## src/rbd_map.svh

```systemverilog
// register map, field positions and reset values of the ram based deserializer
`ifndef RBD_MAP_SVH
`define RBD_MAP_SVH

`define RBD_CTRL_OFS 5'h00
`define RBD_PATTERN_OFS 5'h04
`define RBD_TRIALS_OFS 5'h08
`define RBD_STATUS_OFS 5'h0C
`define RBD_WORD_OFS 5'h10
`define RBD_RDADDR_OFS 5'h14
`define RBD_RDDATA_OFS 5'h18

`define RBD_CTRL_MODE_LSB 0
`define RBD_CTRL_MODE_MSB 1
`define RBD_CTRL_MATCH_EN_BIT 2
`define RBD_CTRL_POLICY_BIT 3
`define RBD_CTRL_DOWN_BIT 4
`define RBD_CTRL_START_BIT 8

`define RBD_STATUS_MISSED_BIT 0
`define RBD_STATUS_LOCK_BIT 1
`define RBD_STATUS_HUNT_BIT 2
`define RBD_STATUS_WADDR_LSB 16

`define RBD_CTRL_RST 32'h00000000
`define RBD_PATTERN_RST 32'h00000000
`define RBD_TRIALS_RST 32'h00000010
`define RBD_RDADDR_RST 32'h00000000

`endif

```

## src/rbd_pkg.sv

```systemverilog
// types shared by the ram based deserializer
package rbd_pkg;

  typedef enum logic [1:0] {
    MODE_FIXED = 2'h0,
    MODE_VAR = 2'h1,
    MODE_DDR = 2'h2
  } rbd_mode_type;

  typedef enum logic [3:0] {
    SR_IDLE = 4'h1,
    SR_HUNT = 4'h2,
    SR_LOCK = 4'h4,
    SR_MISS = 4'h8
  } rbd_search_type;

endpackage : rbd_pkg

```

## src/rbd_deserializer.sv

```systemverilog
// ram based serial to parallel converter with storage, matching and ddr input
//
// Added by the designer: the placing of the registers and the Avalon-MM register port.
`timescale 1ns/1ps
`default_nettype none
`include "rbd_map.svh"
module rbd_deserializer
  import rbd_pkg::*;
#(
  parameter int DATA_W = 8,
  parameter int ADDR_W = 4,
  parameter int TRIAL_W = 16
)(
  // clock and reset
  input wire logic sys_clk,
  input wire logic resetn,
  // avalon-mm slave
  input wire logic [4:0] avs_address,
  input wire logic avs_read,
  input wire logic avs_write,
  input wire logic [31:0] avs_writedata,
  input wire logic [3:0] avs_byteenable,
  output logic [31:0] avs_readdata,
  output logic avs_waitrequest,
  // serial line
  input wire logic serialIn,
  // parallel side
  output logic [DATA_W-1:0] parWord,
  output logic [2*DATA_W-1:0] ddrWord,
  output logic wordValid,
  output logic patternHit,
  output logic missed
);

  localparam int BIT_W = $clog2(DATA_W);
  localparam int DEPTH = 1 << ADDR_W;
  localparam logic [BIT_W-1:0] BIT_LAST = BIT_W'(DATA_W - 1);
  // all ones needs no address routing
  localparam logic [ADDR_W-1:0] FIX_ADDR_A = ADDR_W'(DEPTH - 1);
  localparam logic [ADDR_W-1:0] FIX_ADDR_B = ADDR_W'(DEPTH - 2);
  // storage keeps clear of both fixed locations
  localparam logic [ADDR_W-1:0] LAST_ADDR = ADDR_W'(DEPTH - 3);
  localparam logic [ADDR_W-1:0] FIRST_ADDR = ADDR_W'(0);

  // storage array, port a writes it, back-end reads it
  logic [DATA_W-1:0] mem [DEPTH];

  // software registers
  logic [1:0] ctrlMode_ff;
  logic matchEn_ff;
  logic policy_ff;
  logic addrDown_ff;
  logic [DATA_W-1:0] pattern_ff;
  logic [TRIAL_W-1:0] trials_ff;
  logic [ADDR_W-1:0] rdAddr_ff;
  logic [31:0] readData_ff;
  logic rdAck_ff;

  // converter state
  logic [DATA_W-1:0] doutA_ff;
  logic [DATA_W-1:0] shiftB_ff;
  logic [BIT_W-1:0] bitCnt_ff;
  logic [ADDR_W-1:0] wrAddr_ff;
  logic [DATA_W-1:0] parWord_ff;
  logic [2*DATA_W-1:0] ddrWord_ff;
  logic wordValid_ff;
  logic patternHit_ff;
  rbd_search_type search_ff;
  logic [TRIAL_W-1:0] trialCnt_ff;

  // combinational terms
  rbd_mode_type mode;
  logic [ADDR_W-1:0] addrA;
  logic [DATA_W-1:0] wdataA;
  logic [2*DATA_W-1:0] nxt_ddrWord;
  logic [ADDR_W-1:0] nxt_wrAddr;
  logic [TRIAL_W-1:0] nxt_trialCnt;
  logic termCount;
  logic wordMatch;
  logic storeWord;
  logic wrCtrl;
  logic wrPattern;
  logic wrTrials;
  logic wrRdAddr;
  logic startSearch;
  logic missEvent;
  logic [31:0] ctrlWord;
  logic [31:0] statusWord;
  logic [31:0] rdMux;

  function automatic logic [31:0] beMerge(
    input logic [31:0] oldVal,
    input logic [31:0] newVal,
    input logic [3:0] be
  );
    logic [31:0] res;
    res = oldVal;
    for (int i = 0; i < 4; i++)
    begin
      if (be[i])
      begin
        res[8*i +: 8] = newVal[8*i +: 8];
      end
    end
    return res;
  endfunction : beMerge

  // bus decode; writes finish at once, reads take one wait cycle
  assign wrCtrl = avs_write && (avs_address == `RBD_CTRL_OFS);
  assign wrPattern = avs_write && (avs_address == `RBD_PATTERN_OFS);
  assign wrTrials = avs_write && (avs_address == `RBD_TRIALS_OFS);
  assign wrRdAddr = avs_write && (avs_address == `RBD_RDADDR_OFS);
  assign startSearch = wrCtrl && avs_byteenable[1] && avs_writedata[`RBD_CTRL_START_BIT];
  assign avs_waitrequest = avs_read && !rdAck_ff;
  assign avs_readdata = readData_ff;

  assign ctrlWord = 32'({addrDown_ff, policy_ff, matchEn_ff, ctrlMode_ff});
  assign statusWord = (32'(wrAddr_ff) << `RBD_STATUS_WADDR_LSB)
    | (32'(search_ff == SR_HUNT) << `RBD_STATUS_HUNT_BIT)
    | (32'(search_ff == SR_LOCK) << `RBD_STATUS_LOCK_BIT)
    | (32'(search_ff == SR_MISS) << `RBD_STATUS_MISSED_BIT);

  always_comb
  begin
    case (avs_address)
      `RBD_CTRL_OFS: rdMux = ctrlWord;
      `RBD_PATTERN_OFS: rdMux = 32'(pattern_ff);
      `RBD_TRIALS_OFS: rdMux = 32'(trials_ff);
      `RBD_STATUS_OFS: rdMux = statusWord;
      `RBD_WORD_OFS: rdMux = (mode == MODE_DDR) ? 32'(ddrWord_ff) : 32'(parWord_ff);
      `RBD_RDADDR_OFS: rdMux = 32'(rdAddr_ff);
      `RBD_RDDATA_OFS: rdMux = 32'(mem[rdAddr_ff]);
      default: rdMux = 32'h00000000;
    endcase
  end

  always_ff @(posedge sys_clk or negedge resetn)
  begin
    if (!resetn)
    begin
      rdAck_ff <= 1'b0;
      readData_ff <= 32'h00000000;
    end
    else
    begin
      rdAck_ff <= avs_read && !rdAck_ff;
      if (avs_read && !rdAck_ff)
      begin
        readData_ff <= rdMux;
      end
    end
  end

  // control register; start bit is a write-one pulse and reads back zero
  always_ff @(posedge sys_clk or negedge resetn)
  begin
    if (!resetn)
    begin
      ctrlMode_ff <= 2'(`RBD_CTRL_RST);
      matchEn_ff <= 1'b0;
      policy_ff <= 1'b0;
      addrDown_ff <= 1'b0;
    end
    else if (wrCtrl && avs_byteenable[0])
    begin
      ctrlMode_ff <= avs_writedata[`RBD_CTRL_MODE_MSB:`RBD_CTRL_MODE_LSB];
      matchEn_ff <= avs_writedata[`RBD_CTRL_MATCH_EN_BIT];
      policy_ff <= avs_writedata[`RBD_CTRL_POLICY_BIT];
      addrDown_ff <= avs_writedata[`RBD_CTRL_DOWN_BIT];
    end
  end

  always_ff @(posedge sys_clk or negedge resetn)
  begin
    if (!resetn)
    begin
      pattern_ff <= DATA_W'(`RBD_PATTERN_RST);
      trials_ff <= TRIAL_W'(`RBD_TRIALS_RST);
      rdAddr_ff <= ADDR_W'(`RBD_RDADDR_RST);
    end
    else
    begin
      if (wrPattern)
      begin
        pattern_ff <= DATA_W'(beMerge(32'(pattern_ff), avs_writedata, avs_byteenable));
      end
      if (wrTrials)
      begin
        trials_ff <= TRIAL_W'(beMerge(32'(trials_ff), avs_writedata, avs_byteenable));
      end
      if (wrRdAddr)
      begin
        rdAddr_ff <= ADDR_W'(beMerge(32'(rdAddr_ff), avs_writedata, avs_byteenable));
      end
    end
  end

  // port a converter
  assign mode = (ctrlMode_ff == MODE_VAR) ? MODE_VAR :
    (ctrlMode_ff == MODE_DDR) ? MODE_DDR : MODE_FIXED;
  assign addrA = (mode == MODE_VAR) ? wrAddr_ff : FIX_ADDR_A;
  assign wdataA = {doutA_ff[DATA_W-2:0], serialIn};
  assign termCount = (bitCnt_ff == BIT_LAST);
  assign wordMatch = (wdataA == pattern_ff);

  // array has no reset so it can map onto a block ram
  always_ff @(posedge sys_clk)
  begin
    mem[addrA] <= wdataA;
  end

  // write-through output register; shifts on every bit, taken or not
  always_ff @(posedge sys_clk or negedge resetn)
  begin
    if (!resetn)
    begin
      doutA_ff <= '0;
    end
    else
    begin
      doutA_ff <= wdataA;
    end
  end

  always_ff @(posedge sys_clk or negedge resetn)
  begin
    if (!resetn)
    begin
      bitCnt_ff <= '0;
    end
    else
    begin
      bitCnt_ff <= termCount ? '0 : bitCnt_ff + BIT_W'(1);
    end
  end

  // port b converter on the falling edge, a shift register that writes no memory location
  always_ff @(negedge sys_clk or negedge resetn)
  begin
    if (!resetn)
    begin
      shiftB_ff <= '0;
    end
    else
    begin
      shiftB_ff <= {shiftB_ff[DATA_W-2:0], serialIn};
    end
  end

  // port a carries odd bits, port b even bits
  for (genvar i = 0; i < DATA_W; i++)
  begin : gInterleave
    assign nxt_ddrWord[2*i+1] = wdataA[i];
    assign nxt_ddrWord[2*i] = shiftB_ff[i];
  end

  // storage decision; a failed match still reuses the location, except in SR_LOCK with policy 1
  always_comb
  begin
    storeWord = 1'b1;
    if (matchEn_ff)
    begin
      storeWord = (wordMatch && (search_ff != SR_IDLE))
        || (policy_ff && (search_ff == SR_LOCK));
    end
  end

  always_comb
  begin
    nxt_wrAddr = wrAddr_ff;
    if (addrDown_ff)
    begin
      nxt_wrAddr = (wrAddr_ff == FIRST_ADDR) ? LAST_ADDR : wrAddr_ff - ADDR_W'(1);
    end
    else
    begin
      nxt_wrAddr = (wrAddr_ff == LAST_ADDR) ? FIRST_ADDR : wrAddr_ff + ADDR_W'(1);
    end
  end

  always_ff @(posedge sys_clk or negedge resetn)
  begin
    if (!resetn)
    begin
      wrAddr_ff <= FIRST_ADDR;
    end
    else if (termCount && (mode == MODE_VAR) && storeWord)
    begin
      wrAddr_ff <= nxt_wrAddr;
    end
  end

  // parallel word offered with the address step
  always_ff @(posedge sys_clk or negedge resetn)
  begin
    if (!resetn)
    begin
      parWord_ff <= '0;
      ddrWord_ff <= '0;
      wordValid_ff <= 1'b0;
      patternHit_ff <= 1'b0;
    end
    else
    begin
      wordValid_ff <= termCount;
      patternHit_ff <= termCount && wordMatch;
      if (termCount)
      begin
        parWord_ff <= wdataA;
        if (mode == MODE_DDR)
        begin
          ddrWord_ff <= nxt_ddrWord;
        end
      end
    end
  end

  // pattern search; one trial per completed word
  assign nxt_trialCnt = trialCnt_ff + TRIAL_W'(1);
  assign missEvent = (search_ff == SR_HUNT) && termCount && !wordMatch
    && (nxt_trialCnt >= trials_ff);

  always_ff @(posedge sys_clk or negedge resetn)
  begin
    if (!resetn)
    begin
      search_ff <= SR_IDLE;
      trialCnt_ff <= '0;
    end
    else if (missEvent)
    begin
      // a miss in the same cycle as a restart is kept
      search_ff <= SR_MISS;
      trialCnt_ff <= nxt_trialCnt;
    end
    else if (startSearch)
    begin
      search_ff <= SR_HUNT;
      trialCnt_ff <= '0;
    end
    else
    begin
      case (search_ff)
        SR_IDLE:
        begin
          search_ff <= SR_IDLE;
        end
        SR_HUNT:
        begin
          if (termCount)
          begin
            trialCnt_ff <= nxt_trialCnt;
            if (wordMatch)
            begin
              search_ff <= SR_LOCK;
            end
          end
        end
        SR_LOCK:
        begin
          search_ff <= SR_LOCK;
        end
        SR_MISS:
        begin
          search_ff <= SR_MISS;
        end
        default:
        begin
          search_ff <= SR_IDLE;
        end
      endcase
    end
  end

  assign parWord = parWord_ff;
  assign ddrWord = ddrWord_ff;
  assign wordValid = wordValid_ff;
  assign patternHit = patternHit_ff;
  assign missed = (search_ff == SR_MISS);

endmodule : rbd_deserializer
`default_nettype wire

```

## config.mk

```make
export PLATFORM = sky130hd
export DESIGN_NAME = rbd_deserializer
export DESIGN_NICKNAME = d
export VERILOG_FILES = /design/src/rbd_pkg.sv /design/src/rbd_deserializer.sv
export VERILOG_INCLUDE_DIRS = /design/src /design/src/src
export SDC_FILE = /design/constraint.sdc
export NUM_CORES = 1
export LEC_CHECK = 0
export ABC_CLOCK_PERIOD_IN_PS = 7350
export BUFFER_PORTS_ARGS = -buffer_cell sky130_fd_sc_hd__buf_2
export CAP_MARGIN = 10
export CORE_MARGIN = 3
export CORE_UTILIZATION = 38
export CTS_CLUSTER_DIAMETER = 120
export DETAILED_ROUTE_END_ITERATION = 10
export GPL_TIMING_DRIVEN = 1
export PLACE_DENSITY = 0.56
export SLEW_MARGIN = 20
export SYNTH_ARGS = -nofsm -noshare
export SYNTH_HDL_FRONTEND = slang
export SYNTH_SLANG_ARGS = --single-unit
```

## constraint.sdc

```tcl
create_clock -name sys_clk -period 7.35 [get_ports sys_clk]
set_clock_uncertainty 0.05 [all_clocks]
set_input_delay 0.735 -clock sys_clk [delete_from_list [all_inputs] [get_ports sys_clk]]
set_output_delay 0.735 -clock sys_clk [all_outputs]
set_load 0.02 [all_outputs]
```

==> metrics.txt, run 1 <==
syn avg cell area=14.3 um^2; CTS Buf Count=27; Worst Tran Pin Value=1.03 ns; core area=0.0279 mm^2; initial cell density of the core=0.388; asr flop ratio synth=0.488; Die H=175 um; Critical Path AT=4.87 ns; Final nets=905; Yosys top cell area share=0.355; Cell Int Power=2.55 mW; switch share=0.257; combinational fraction of design power=0.122; cell family with most CP delay=flip-flops; Final setup viols=0; clock group share of total power=0.385; DRC errors left=0; worst reg2reg path depth=1; register area share after synthesis=0.636; CTS clock-pin slew for the worst setup and hold paths=0.06 ns; sw power=883 uW; Rel. slew slack=0.316; Syn-to-layout area delta=14.8%; area of the multi-input gates=0.00366 mm^2; total of fill cells in the finished design=2566; crit path buf inv count=0; post-synth top area cell=edfxtp_1; crit end category=register; DR pass1 iterations=7; dominant synthesized flop cell=edfxtp_1; status=complete, no violations; reg2reg setup slack=2.85 ns; FF-to-FF Start=shiftB_ff[3]; Vias/cell=5.31; Ys Warns=0; Leakage=4.88 nW; Reg area=0.00690 mm^2; Pwr Density=276 mW/mm^2; clock buffer depth=3; TritonCTS Sinks=250; Horiz. Die Dim=175 um; routed length per instance=20.7 um; clk root buf=clkbuf_16; Setup Fix Bufs, Post-CTS=0; CTS Hold Buffers Added=0; Reg power frac=0.493; Yosys cell types=55; Area contributors post-synth=edfxtp_1 35%, dfrtp_1 26%, mux4_2 4.6%; # diodes=0; number of synthesized flops with an enable pin=128; post-route cell area=0.0124 mm^2; VDD IR max=0.153 mV; Syn Std Cell Area=0.0108 mm^2; Fin. Hold Viols=0; GRT Overall Usage=0.167; Synth Register Bits=250; CTS tree=done; vias in the first global route=6597; vias=6575; dpl cell area=0.0116 mm^2; die area=0.0306 mm^2; WL final=25600 um; cts repair resizes=0; Startpoint Class=register; fin. max-slew vios=0; Setup TNS Final=0 ns; Port Buffers=75; RSZ-0062 raised after global routing=false; total grt overflow=0; Mapped Cells=760; crit-path cells=mux2_2; Routed Antenna Nets=0; H-tree Lvls=1; # IOs=106; CP max stage delay=0.39 ns; worst hold path class=input port to async pin; later-pin clock latency in the skew report=0.54 ns; hold slack=0.113 ns; hpwl dp=18000 um; fraction of layout cells with a size suffix above 1=0.228; RR Endpoint=ddrWord[6]; first-pass GRT wire length=39600 um; Iteration-0 DRC Markers=474; Slowest cell on crit path=dfrtn_1; max-cap violation count=0; initial antenna violation count=0; CP Class=register to register; CP max FO=2; largest net degree at the start of global routing=67; num rows=61; Placer Congestion=0.831; worst endpoint required time=7.72 ns
-- cell families after synthesis --
family / count (synthesis) / synth area share
AO/OA/AOI/OAI: 128 / 0.0769
XOR/XNOR: 24 / 0.0194
adder cells (fa/ha/maj): 19 / 0.0219
buffers and inverters: 67 / 0.0307
flip-flops: 250 / 0.636
multiplexers: 84 / 0.130
other: 1 / 0.000346
AND/OR/NAND/NOR: 187 / 0.0842
-- state kept, by name, summed over array words and instances (netlist names) --
register,count
mem,128
avs_readdata,20
ddrWord,16
trialCnt_ff,16
trials_ff,16
parWord,8
pattern_ff,8
shiftB_ff,8
doutA_ff,7
rdAddr_ff,4
search_ff,4
wrAddr_ff,4
bitCnt_ff,3
ctrlMode_ff,2
addrDown_ff,1
matchEn_ff,1
patternHit,1
policy_ff,1
rdAck_ff,1
wordValid,1
-- metal layers --
layer	vias up	GRT usage	part of all wire
li1	3035	-	-
met1	3314	0.260	0.49
met2	191	0.247	0.44
met3	35	0.0256	0.058
met4	0	0.0399	0.020
met5	-	0	0
-- synthesized netlist by cell type (5+ instances only) --
cell and instances:
mux4_2 22, or3_1 5, nand4_1 7, inv_1 24, a211oi_1 8, and3_1 11, o21ai_0 42, dfrtn_1 8
xor2_1 7, nand2_1 62, mux2i_1 6, ha_1 19, mux2_2 41, dfrtp_1 112, a21oi_1 26, clkbuf_1 23
mux4_1 15, buf_2 5, nand2b_1 6, nor2_1 41, a22oi_1 16, nand3_1 22, nor3_1 6, nor2b_1 11
a221o_1 8, xnor2_1 17, a311oi_1 7, a221oi_1 7, edfxtp_1 128, buf_4 12
-- layout make-up --
cell class,instances,area share
inverter,24,0.00724
sequential,250,0.555
clock buffer,42,0.0620
multi-input combinational,454,0.294
tap,378,0.0380
timing repair buffer,83,0.0355
clock inverter,8,0.00844
-- through the flow --
step           cells   util  worst slack, ns  total power, mW
5_1_grt         1239  0.446             2.84             3.60
3_3_place_gp    1189  0.414             2.45             2.13
4_1_cts         1239  0.445             2.86             3.48
3_5_place_dp    1189  0.414             2.44             2.14
2_1_floorplan    771      -             2.75             1.99
6_report        1239  0.446             2.85             3.44
-- worst max-delay path by stage --
stage                       startpoint            to  slack, ns  depth (start not counted)
after CTS                 shiftB_ff[3]    ddrWord[6]       2.86                          1
final                     shiftB_ff[3]    ddrWord[6]       2.85                          1
after global placement        serialIn  shiftB_ff[0]       2.45                          1
after global routing      shiftB_ff[3]    ddrWord[6]       2.84                          1
after floorplan               serialIn  shiftB_ff[0]       2.75                          0
after detailed placement      serialIn  shiftB_ff[0]       2.44                          1
-- power by group through the flow --
| stage | Combinational [mW] | Clock [mW] | Sequential, mW |
|---|---|---|---|
| after floorplan | 0.306 | 0 | 1.68 |
| after global placement | 0.413 | 0 | 1.72 |
| after detailed placement | 0.422 | 0 | 1.72 |
| after CTS | 0.423 | 1.36 | 1.70 |
| after global routing | 0.468 | 1.42 | 1.71 |
| final | 0.419 | 1.32 | 1.69 |
-- placed cells by master, fill, tap and decap left out, drive strengths merged, types with 9 or more instances in the layout --
cell type	count
o21ai	42
nor3	9
nor2b	11
nand2	62
conb	12
xnor2	17
mux4	37
nand3	22
a21oi	26
dfrtp	112
and3	11
nor2	42
ha	19
edfxtp	128
buf	83
clkbuf	42
inv	25
mux2	41
a22oi	16
(Power assumes the default switching activity.)
==> run 2: changes to the inputs <==
--- a/config.mk
+++ b/config.mk
@@ -6,7 +6,7 @@
 export SDC_FILE = /design/constraint.sdc
 export NUM_CORES = 1
 export LEC_CHECK = 0
-export ABC_CLOCK_PERIOD_IN_PS = 7350
+export ABC_CLOCK_PERIOD_IN_PS = 4300
 export BUFFER_PORTS_ARGS = -buffer_cell sky130_fd_sc_hd__buf_2
 export CAP_MARGIN = 10
 export CORE_MARGIN = 3
==> constraint.sdc (replaced) <==
create_clock -name sys_clk -period 4.3 [get_ports sys_clk]
set_clock_uncertainty 0.05 [all_clocks]
set_input_delay 0.43 -clock sys_clk [delete_from_list [all_inputs] [get_ports sys_clk]]
set_output_delay 0.43 -clock sys_clk [all_outputs]
set_load 0.02 [all_outputs]
==> metrics.txt, run 2 (same netlist as run 1, synthesis figures left out) <==
clk root buf=clkbuf_16; Setup TNS Final=0 ns (unchanged); CP Class=register to register; Rel. slew slack=0.281 (-0.0351); VDD IR max=0.276 mV (+80%); Final nets=908 (+0.33%); Fmax=298 MHz; die area=0.0306 mm^2 (unchanged); commonest non-fill, non-tap cells in the layout=128 x edfxtp_1, 111 x dfrtp_1, 74 x buf_2; clock buffer depth=3 (unchanged); Routed Antenna Nets=0 (unchanged); top sig layer=met4; routed length per instance=20.7 um (about the same); Fin. Hold Viols=0 (unchanged); CTS tree=done; met1 wire length=12300 um (-1.1%); num rows=61 (unchanged); worst endpoint required time=4.66 ns (-3.06 ns); Tcrit/Tclk final=0.780; max-cap violation count=0 (unchanged); Iteration-0 DRC Markers=701 (+48%); crit end category=register; RSZ-0062 raised after global routing=false; Period minus WS final=3.35 ns; hold slack=0.0344 ns (-0.0789 ns); status=complete, no violations; total of fill cells in the finished design=2544 (-0.86%); commonest non-fill, non-tap cell in the layout=edfxtp_1; Critical Path AT=3.71 ns (-1.16 ns); Vias/cell=5.32 (+0.33%); CTS clock-pin slew for the worst setup and hold paths=0.06 ns (about the same); Startpoint Class=register; H-tree Lvls=1 (unchanged); area of the multi-input gates=0.00366 mm^2 (unchanged); CP max FO=12 (+10); TritonCTS Sinks=250 (unchanged); later-pin clock latency in the skew report=0.55 ns (about the same); WL final=25700 um (+0.36%); Worst Tran Pin Value=1.07 ns (+0.0486 ns); vias in the first global route=6435 (-2.5%); Port Buffers=75 (unchanged); Die H=175 um (unchanged); Placer Congestion=0.851 (+2.4%); fin. max-slew vios=0 (unchanged); Final setup viols=0 (unchanged); total grt overflow=0 (unchanged); Leakage=4.95 nW (+1.3%); Detail Route met2 WL=11200 um (+0.57%); Setup Fix Bufs, Post-CTS=0 (unchanged); Pwr Density=485 mW/mm^2 (+75%); initial cell density of the core=0.388 (unchanged); max reg flops=128 (unchanged); initial antenna violation count=1 (+1); DR pass1 iterations=5 (-2); Syn-to-layout area delta=15.9%; # IOs=106 (unchanged); vias=6618 (+0.65%); Reg area=0.00690 mm^2 (about the same); core area=0.0279 mm^2 (unchanged); first-pass GRT wire length=39600 um (+0.21%); GRT Overall Usage=0.168 (+0.000790); CTS Buf Count=27 (unchanged); fraction of layout cells with a size suffix above 1=0.236 (+0.00847); met3 wire length=1660 um (+13%); largest register by flop count=mem; hpwl dp=18000 um (-0.23%); largest net degree at the start of global routing=56 (-16%); Horiz. Die Dim=175 um (unchanged); worst hold path class=input port to register; DRC errors left=0 (unchanged)
-- run 2: cell count changes in the layout (fill, tap and decap cells not counted), sizes merged --
| cell | previous run | this run |
|---|---|---|
| bufinv | 2 | 4 |
| diode | 0 | 1 |
| buf | 83 | 85 |
| dlygate4sd3 | 0 | 1 |
| clkbuf | 42 | 39 |
| clkinv | 5 | 6 |
-- run 2: path summary, 6_finish.rpt --
path,startpoint,to,slack [ns],depth (start not counted)
setup reg to reg,trialCnt_ff[0],trialCnt_ff[10],0.95,12
max in group asynchronous,resetn,shiftB_ff[3],1.39,2
hold reg to reg,shiftB_ff[4],shiftB_ff[5],0.27,0
setup / recovery,trialCnt_ff[0],trialCnt_ff[10],0.95,12
min in group asynchronous,resetn,trialCnt_ff[15],0.36,2
hold / removal,avs_writedata[14],trials_ff[14],0.03,3
-- run 2: per-layer routing --
metal / up-vias / global-route usage
met5: - / 0
met4: 0 / 0.0406
met3: 41 / 0.0269
met2: 199 / 0.245
met1: 3335 / 0.264
li1: 3043 / -
-- run 2: what timing repair did --
item / CTS / global route
resized for setup: 0 / 0
hold buffers: 1 / 0
hold endpoints to repair: 46 / 0
setup endpoints to repair: 0 / 0
-- run 2: worst max-delay path, cell delays in order (launching register included) --
cell and delay, ns:
dfrtp_1 0.47, ha_1 0.29, and3_1 0.29, and3_1 0.28, and3_1 0.24, xor2_1 0.17, ha_1 0.25, nor2b_1 0.13
o21ai_0 0.22, o2111ai_1 0.32, a21oi_1 0.21, buf_4 0.22, a311oi_1 0.07
-- run 2: final cells by class --
cell class              count  share of cell area
diodes                      1            0.000199
clock buffers              39              0.0637
clock inverters            11              0.0134
inverters                  24             0.00717
multi-input cells         454               0.291
flip-flops and latches    250               0.549
well taps                 378              0.0376
repair buffers             86              0.0371
-- run 2: power breakdown --
part,switching [mW],internal (mW)
logic,0.396,0.327
clock network,0.941,1.53
registers,0.206,2.68
total,1.54,4.55
-- run 2: metrics by stage --
step | setup slack (ns) | instance area [um^2] | instances | utilization | power (mW)
final | 0.948 | 12600 | 1243 | 0.450 | 6.09
after global routing | 0.757 | 12600 | 1242 | 0.450 | 6.36
after CTS | 0.987 | 12600 | 1242 | 0.450 | 6.16
after detailed placement | 1.00 | 11600 | 1191 | 0.415 | 3.66
after global placement | 1.03 | 11600 | 1191 | 0.415 | 3.65
after floorplan | 1.42 | 10900 | 771 | - | 3.40
